[config.mk]
export PLATFORM = sky130hd
export DESIGN_NAME = fnd_device_flat
export DESIGN_NICKNAME = d
export VERILOG_FILES = /design/src/hw/fnd_pkg.sv /design/src/hw/fnd_link_if.sv /design/src/hw/fnd_device.sv /design/src/flat_wrapper.sv
export SDC_FILE = /design/constraint.sdc
export NUM_CORES = 1
export LEC_CHECK = 0
export BUFFER_PORTS_ARGS = -buffer_cell sky130_fd_sc_hd__buf_2
export CAP_MARGIN = 5
export CELL_PAD_IN_SITES_DETAIL_PLACEMENT = 0
export CELL_PAD_IN_SITES_GLOBAL_PLACEMENT = 1
export CORE_ASPECT_RATIO = 0.75
export CORE_UTILIZATION = 55
export DETAILED_ROUTE_END_ITERATION = 6
export HOLD_SLACK_MARGIN = 0.02
export PLACE_DENSITY = 0.94
export SETUP_SLACK_MARGIN = 0.3
export SYNTH_ARGS = -nofsm -noshare
export SYNTH_HDL_FRONTEND = slang
export SYNTH_SLANG_ARGS = --single-unit
[constraint.sdc]
create_clock -name sys_clk -period 11.13 [get_ports sys_clk]
set_input_delay 0 -clock sys_clk [delete_from_list [all_inputs] [get_ports sys_clk]]
set_output_delay 0 -clock sys_clk [all_outputs]
set_load 0.01 [all_outputs]
[src/hw/fnd_pkg.sv]
// Package of constants and types shared by both ends of the serial load link.
package fnd_pkg;
  localparam int WORD_W    = 24;
  localparam int SEL_W     = 2;
  localparam int INT_W     = 9;
  localparam int FRAC_W    = 12;
  localparam int RDIV_W    = 4;
  localparam int MUX_W     = 3;
  // Field positions inside a shifted word.
  localparam int FRAC_LSB  = 2;
  localparam int INT_LSB   = 14;
  localparam int MODV_LSB  = 2;
  localparam int RDIV_LSB  = 14;
  localparam int MUXS_LSB  = 20;
  localparam int PDWN_BIT  = 3;
  localparam int DBL_BIT   = 11;
  // Latch select codes.
  localparam logic [1:0] SEL_INTFRAC = 2'h0;
  localparam logic [1:0] SEL_MODREF  = 2'h1;
  localparam logic [1:0] SEL_CONTROL = 2'h2;
  localparam logic [1:0] SEL_NOISE   = 2'h3;
  // Monitor selections.
  localparam logic [2:0] MON_LOCK  = 3'h6;
  localparam logic [2:0] MON_RFDIV = 3'h2;
  localparam logic [2:0] MON_REFDV = 3'h4;
  // Limits and reset values.
  localparam logic [8:0]  INT_MIN   = 9'h01f;
  localparam logic [11:0] MOD_MIN   = 12'h002;
  localparam logic [8:0]  INT_RST   = 9'h01f;
  localparam logic [11:0] MOD_RST   = 12'h002;
  localparam logic [3:0]  RDIV_RST  = 4'h1;
  // Host serial timing: half period and strobe width in system cycles.
  localparam int SCK_HALF_NS = 25;
  localparam int CLK_NS      = 8;
  localparam int SCK_HALF_CY = (SCK_HALF_NS + CLK_NS - 1) / CLK_NS;
  localparam int LOCK_CNT    = 8;
  typedef enum logic [1:0] {HS_IDLE, HS_LOW, HS_HIGH, HS_STROBE} fnd_host_e;
endpackage

[src/hw/fnd_link_if.sv]
// Interface carrying the three-wire serial load link.
`timescale 1ns/10ps
interface fnd_link_if;
  logic serialClock;
  logic serialData;
  logic latchStrobe;
  modport device (input serialClock, input serialData, input latchStrobe);
  modport host (output serialClock, output serialData, output latchStrobe);
endinterface

[src/hw/fnd_device.sv]
// Device end: serial load port, latches, dividers, interpolator and monitor.
`timescale 1ns/10ps
module fnd_device (
  input  wire logic  sys_clk,            // System clock.
  input  wire logic  arst_n,             // Asynchronous reset, active low.
  fnd_link_if.device link,               // Serial load link.
  input  wire logic  referenceInput,     // Reference input pin.
  input  wire logic  feedbackInput,      // RF feedback input pin.
  output logic       detectorRef,        // Divided reference to the detector.
  output logic       detectorFb,         // Divided feedback to the detector.
  output logic       monitorOutput,      // Monitor output.
  output logic       refInputIsolated    // High while the reference pin is isolated.
);
  // Whole device state, registered in one place.
  typedef struct packed {
    logic [1:0]  sckS;       // Serial clock synchroniser.
    logic [1:0]  datS;       // Serial data synchroniser.
    logic [1:0]  leS;        // Latch strobe synchroniser.
    logic [1:0]  refS;       // Reference pin synchroniser.
    logic [1:0]  fbS;        // Feedback pin synchroniser.
    logic        sckD;       // Serial clock, one cycle later.
    logic        leD;        // Latch strobe, one cycle later.
    logic        refD;       // Reference, one cycle later.
    logic        fbD;        // Feedback, one cycle later.
    logic [23:0] shiftReg;   // Serial shift register.
    logic [8:0]  intVal;     // Integer divide value.
    logic [11:0] fracVal;    // Fractional numerator.
    logic [11:0] modPend;    // Modulus waiting for an integer write.
    logic [11:0] modAct;     // Modulus in use.
    logic [11:0] acc;        // Interpolator accumulator.
    logic [3:0]  rDiv;       // Reference divide value.
    logic [3:0]  rCnt;       // Reference divider count.
    logic [2:0]  muxSel;     // Monitor selection.
    logic        dbl;        // Reference doubler on.
    logic        pdwn;       // Power-down.
    logic        fastLock;   // Fast lock request, held only.
    logic [9:0]  nCnt;       // Feedback divider count.
    logic [9:0]  nLoad;      // Next feedback divide value.
    logic        refOut;     // Detector reference pulse.
    logic        fbOut;      // Detector feedback pulse.
    logic        lockMon;    // Lock indication.
    logic        rfDivMon;   // Scaled feedback for the monitor.
    logic        refDivMon;  // Scaled reference for the monitor.
    logic [7:0]  noise;      // Noise and spur setting, held only.
  } fnd_dev_s;

  fnd_dev_s    st;         // Registered state.
  fnd_dev_s    next_st;    // Next state.
  logic        sckRise;    // Serial clock rose.
  logic        leRise;     // Latch strobe rose.
  logic        refEdge;    // Counted reference edge.
  logic        fbRise;     // Feedback rose.
  logic        refTick;    // Detector reference cycle ends.
  logic [12:0] accSum;     // Accumulator plus numerator, with carry.

  always_comb begin
    sckRise = st.sckS[1] & ~st.sckD;
    leRise  = st.leS[1] & ~st.leD;
    fbRise  = st.fbS[1] & ~st.fbD;
    // With the doubler, both reference edges count.
    refEdge = st.dbl ? (st.refS[1] ^ st.refD) : (st.refS[1] & ~st.refD);
    refTick = refEdge & ~st.pdwn & (st.rCnt <= 4'h1);
    accSum  = {1'b0, st.acc} + {1'b0, st.fracVal};
  end

  // Every pin passes two flip-flops; only the second stage feeds edge logic.
  always_comb begin
    next_st = st;
    next_st.sckS = {st.sckS[0], link.serialClock};
    next_st.datS = {st.datS[0], link.serialData};
    next_st.leS  = {st.leS[0], link.latchStrobe};
    next_st.refS = {st.refS[0], referenceInput};
    next_st.fbS  = {st.fbS[0], feedbackInput};
    next_st.sckD = st.sckS[1];
    next_st.leD  = st.leS[1];
    next_st.refD = st.refS[1];
    next_st.fbD  = st.fbS[1];
    if (sckRise) begin
      next_st.shiftReg = {st.shiftReg[22:0], st.datS[1]};
    end
    // Strobe rise copies the word into the one latch its low bits name.
    if (leRise) begin
      case (st.shiftReg[1:0])
        fnd_pkg::SEL_INTFRAC: begin
          next_st.intVal   = st.shiftReg[fnd_pkg::INT_LSB +: fnd_pkg::INT_W];
          next_st.fracVal  = st.shiftReg[fnd_pkg::FRAC_LSB +: fnd_pkg::FRAC_W];
          next_st.fastLock = st.shiftReg[23];
          next_st.modAct   = st.modPend;
        end
        fnd_pkg::SEL_MODREF: begin
          next_st.modPend = st.shiftReg[fnd_pkg::MODV_LSB +: fnd_pkg::FRAC_W];
          next_st.rDiv    = st.shiftReg[fnd_pkg::RDIV_LSB +: fnd_pkg::RDIV_W];
          next_st.muxSel  = st.shiftReg[fnd_pkg::MUXS_LSB +: fnd_pkg::MUX_W];
        end
        fnd_pkg::SEL_CONTROL: begin
          next_st.dbl  = st.shiftReg[fnd_pkg::DBL_BIT];
          next_st.pdwn = st.shiftReg[fnd_pkg::PDWN_BIT];
        end
        fnd_pkg::SEL_NOISE: begin
          next_st.noise = st.shiftReg[9:2];
        end
        default: next_st.noise = st.noise;
      endcase
    end
    // Reference divider, ratio 1 to 15; zero is treated as one. The detector
    // clock is a one-cycle pulse, since a square wave cannot reach the doubled
    // rate at odd ratios when only reference edges can be counted.
    next_st.refOut = refTick;
    // Power-down stops counting, so the isolated pin makes no detector cycles.
    if (refEdge & ~st.pdwn) begin
      if (st.rCnt <= 4'h1) begin
        next_st.rCnt = (st.rDiv == 4'h0) ? 4'h1 : st.rDiv;
      end else begin
        next_st.rCnt = st.rCnt - 4'h1;
      end
    end
    // Interpolator: one step per detector cycle picks N or N+1.
    if (refTick) begin
      if (accSum >= {1'b0, st.modAct}) begin
        next_st.acc   = 12'(accSum - {1'b0, st.modAct});
        next_st.nLoad = {1'b0, st.intVal} + 10'h001;
      end else begin
        next_st.acc   = accSum[11:0];
        next_st.nLoad = {1'b0, st.intVal};
      end
    end
    // Feedback counter; values below 31 are clamped since they are not allowed.
    if (fbRise) begin
      if (st.nCnt <= 10'h001) begin
        next_st.nCnt  = (st.nLoad < {1'b0, fnd_pkg::INT_MIN}) ?
                        {1'b0, fnd_pkg::INT_MIN} : st.nLoad;
        next_st.fbOut = 1'b1;
      end else begin
        next_st.nCnt  = st.nCnt - 10'h001;
        next_st.fbOut = 1'b0;
      end
      next_st.rfDivMon = st.nCnt <= 10'h001 ? ~st.rfDivMon : st.rfDivMon;
    end
    next_st.refDivMon = st.refOut;
    // Crude lock indication: outside power-down, high whenever the two detector pulses match in a cycle, both high or both low.
    next_st.lockMon = ~st.pdwn & (st.refOut == st.fbOut);
    if (st.pdwn) begin
      next_st.rCnt   = 4'h1;
      next_st.refOut = 1'b0;
    end
  end

  always_ff @(posedge sys_clk or negedge arst_n) begin
    if (!arst_n) begin
      st        <= '0;
      st.intVal <= fnd_pkg::INT_RST;
      st.modPend <= fnd_pkg::MOD_RST;
      st.modAct <= fnd_pkg::MOD_RST;
      st.rDiv   <= fnd_pkg::RDIV_RST;
      st.rCnt   <= fnd_pkg::RDIV_RST;
      st.nLoad  <= {1'b0, fnd_pkg::INT_RST};
    end else begin
      st <= next_st;
    end
  end

  // Detector and isolation outputs come straight from state flip-flops; monitorOutput is a muxSel-selected flip-flop, else 0.
  always_comb begin
    detectorRef      = st.refOut;
    detectorFb       = st.fbOut;
    refInputIsolated = st.pdwn;
    case (st.muxSel)
      fnd_pkg::MON_LOCK:  monitorOutput = st.lockMon;
      fnd_pkg::MON_RFDIV: monitorOutput = st.rfDivMon;
      fnd_pkg::MON_REFDV: monitorOutput = st.refDivMon;
      default:            monitorOutput = 1'b0;
    endcase
  end
endmodule

[src/flat_wrapper.sv]
// flat-port wrapper written by rule: the top's interface ports become plain ports
module fnd_device_flat 
  (sys_clk, arst_n, referenceInput, feedbackInput, detectorRef, detectorFb, monitorOutput, refInputIsolated, link_serialClock, link_serialData, link_latchStrobe);
  fnd_link_if link_i ();
  input  wire logic sys_clk;
  input  wire logic arst_n;
  input  wire logic referenceInput;
  input  wire logic feedbackInput;
  output logic detectorRef;
  output logic detectorFb;
  output logic monitorOutput;
  output logic refInputIsolated;
  input wire logic [$bits(link_i.serialClock)-1:0] link_serialClock;
  input wire logic [$bits(link_i.serialData)-1:0] link_serialData;
  input wire logic [$bits(link_i.latchStrobe)-1:0] link_latchStrobe;
  assign link_i.serialClock = link_serialClock;
  assign link_i.serialData = link_serialData;
  assign link_i.latchStrobe = link_latchStrobe;
  fnd_device u_core (.sys_clk(sys_clk), .arst_n(arst_n), .link(link_i), .referenceInput(referenceInput), .feedbackInput(feedbackInput), .detectorRef(detectorRef), .detectorFb(detectorFb), .monitorOutput(monitorOutput), .refInputIsolated(refInputIsolated));
endmodule
==> metrics.txt <==
Mean Syn Cell Area=11.23 um2; setup violators final=0; Max Buffers Root-to-Sink=2; worst-path fanout max=16; TritonCTS clock tree=done; CTS buffer count=17; slowest cell delay on critical path=530 ps; Die ar.=12,240 um2; Die W=between 100 and 150 um; Startpoint Class=register; core area=approximately 11,000 um2; initial antenna violation count=0; WHS=105.4 ps; sequential cell area=3321 um2; Finished Cell Area=7385 um2; slew margin rel.=roughly a fifth; vias in the first global route=4,569; max-slew violations=0; logic depth of the worst register-to-register path=14; Mapped Cells=578; FMAX=~0.24 GHz; pin count of the biggest net entering global routing=76; first-pass GRT wire length=~23 mm; Root Buffer=clkbuf_16; top post-synthesis cells by area=dfrtp_1 (46%), mux2_2 (12%), ha_1 (5.8%); Layout area overhead=13.81%; initial drt markers=283; FILL cells=between 800 and 900; outcome=completed; CTS clk-pin slew, worst paths=about 60 ps; Unique masters post-synth=53; Clock Skews=7.925 ps; mapped cell area=6489 um2; r2r startpoint=u_core.st[83]$_DFFE_PN0P_; asr flop ratio synth=100.0%; Layout Nets=636; PortBufs=10; multi-input logic area=3014 um2; GP Congestion=between 0.8 and 0.9; crit share post-route=37.07%; Residual DRC=0; Inst Count DP=729; commonest non-fill, non-tap cell in the layout=dfrtp_1; Synth top area share=approximately 46%; # IOs=11; Worst Path Required=11,420 ps; final WL=13.27 mm; vias=between 4,000 and 5,000; CP cell instances=ha_1 -> fa_1 -> a211oi_2 -> o21bai_1 -> a21oi_1 -> xnor2_1 -> ha_1 -> nand4_1 -> nor3_1 -> a211oi_1 -> a31oi_4 -> nor2_4 -> mux2i_1 -> o21ai_1; H-tree depth=4; commonest cells after routing, fill and taps aside=dfrtp_1 (118), mux2_2 (67), nand2_1 (45), o21ai_0 (32); CP Capture Type=register; Crit Path Category=reg2reg; clock sinks=~130; post-CTS sizing=0; HPWL Detailed=8.734 mm; minimum clock period=4126 ps; Yosys reg bits=132; cell at the slowest stage of the critical path=nor2_4; share of layout cells above drive strength 1=22.13%; family with the most delay on the worst path=compound AO/OA/AOI/OAI gates; average wire per standard cell=17.30 um; clk_lat worst skew=between 400 and 500 ps; RSZ-0062 raised after global routing=false; # rows=33; reg2reg setup slack=about 7000 ps; critical path buffer and inverter count=0; sequential-to-total area share from yosys stat=51.18%; Setup TNS=0 ps; Worst path most repeated cell=ha_1; max capacitance violation total=0; DRT antenna net count=0; worst setup path start=u_core.st[83]$_DFFE_PN0P_; Die Span Y=roughly 96 um; Worst Tran Pin Value=1210 ps; placed inst area=6700 um2; GRT overflow=0; Final Non-Filler Cells=767; Syn Nets=approximately 620; Antenna Cells=0; ys flop type=dfrtp_1; HP Class=in2async; EDFF count, synth=0; postcts setup bufs=0; Arr. time, crit path=4420 ps; drt pass-1 iters=4; Worst R2R End=u_core.st[53]$_DFFE_PN0P_; gr usage total=24.55%; leading area contributor after synthesis=dfrtp_1; Synth Warn #=0; Initial Util=57.99%; vias per inst=about 5.8; Final Hold Fails=0
-- repair_timing --
item                                    CTS  global route
endpoints found under the setup margin    0             0
hold buffers                              6             0
endpoints found under the hold margin    62             0
-- sequential cells by signal, indices dropped and copies added (netlist names) --
name,count
u_core.st,120
u_core.next_st,9
u_core.detectorFb,1
u_core.detectorRef,1
u_core.refInputIsolated,1
-- cell usage after synthesis (2+ instances only) --
cell	n
a21oi_1	26
dfrtp_1	118
mux2_2	67
nor2_1	30
o211ai_1	2
nor3b_1	2
fa_1	2
o31ai_1	5
nand3_1	8
a31oi_1	6
xnor2_1	10
o21a_1	5
nand4_1	2
nor2b_1	2
or2_1	2
o41ai_1	2
or3_1	5
and3_1	4
xor2_1	16
o21ai_0	32
nand2_1	45
ha_1	30
nor3_1	16
o21ai_1	28
inv_1	21
nand2b_1	8
a211oi_1	5
or4_1	2
nor4_1	3
o21bai_1	3
clkbuf_1	17
a21o_1	7
o2111ai_1	3
mux2i_1	12
dfstp_2	14
-- final cells by class --
| cell class | count | area share [%] |
|---|---|---|
| well taps | 157 | 2.660 |
| inverters | 22 | 1.118 |
| clock inverters | 11 | 2.355 |
| clock buffers | 21 | 6.100 |
| repair buffers | 20 | 1.982 |
| flip-flops and latches | 132 | 44.97 |
| multi-input cells | 404 | 40.82 |
-- kinds of logic after synthesis --
| group | share of synthesized area [%] |
|---|---|
| buffers and inverters | 2.564 |
| XOR/XNOR | 3.509 |
| flip-flops | 51.18 |
| adder cells (fa/ha/maj) | 6.402 |
| AND/OR/NAND/NOR | 9.468 |
| AO/OA/AOI/OAI | 13.40 |
| multiplexers | 13.48 |
-- worst max-delay path by stage --
stage | to | slack [ps] | cells past startpoint
detailed placement | u_core.st[53]$_DFFE_PN0P_ | 7090 | 14
global route | u_core.st[53]$_DFFE_PN0P_ | 6750 | 14
floorplan | u_core.st[51]$_DFFE_PN0P_ | 7640 | 15
finish | u_core.st[53]$_DFFE_PN0P_ | 7000 | 14
global placement | u_core.st[55]$_DFFE_PN0P_ | 7160 | 14
CTS | u_core.st[53]$_DFFE_PN0P_ | 7040 | 14
-- stage by stage --
step	utilization, %	setup slack, ps
after floorplan	-	7642
after global placement	59.88	7157
after detailed placement	59.88	7086
after CTS	66.00	7038
after global routing	66.00	6751
final	66.00	7004
-- layer usage --
metal,GRT usage [%],part of all wire [%],vias to the layer above
met5,0,0,-
met4,7.937,1.4,0
met3,5.948,3.8,23
met2,37.84,45,87
met1,34.45,50,2205
li1,-,-,2109
Power is not shown: default switching activity piles up to over one toggle a cycle in this logic, so the estimate is an artifact.
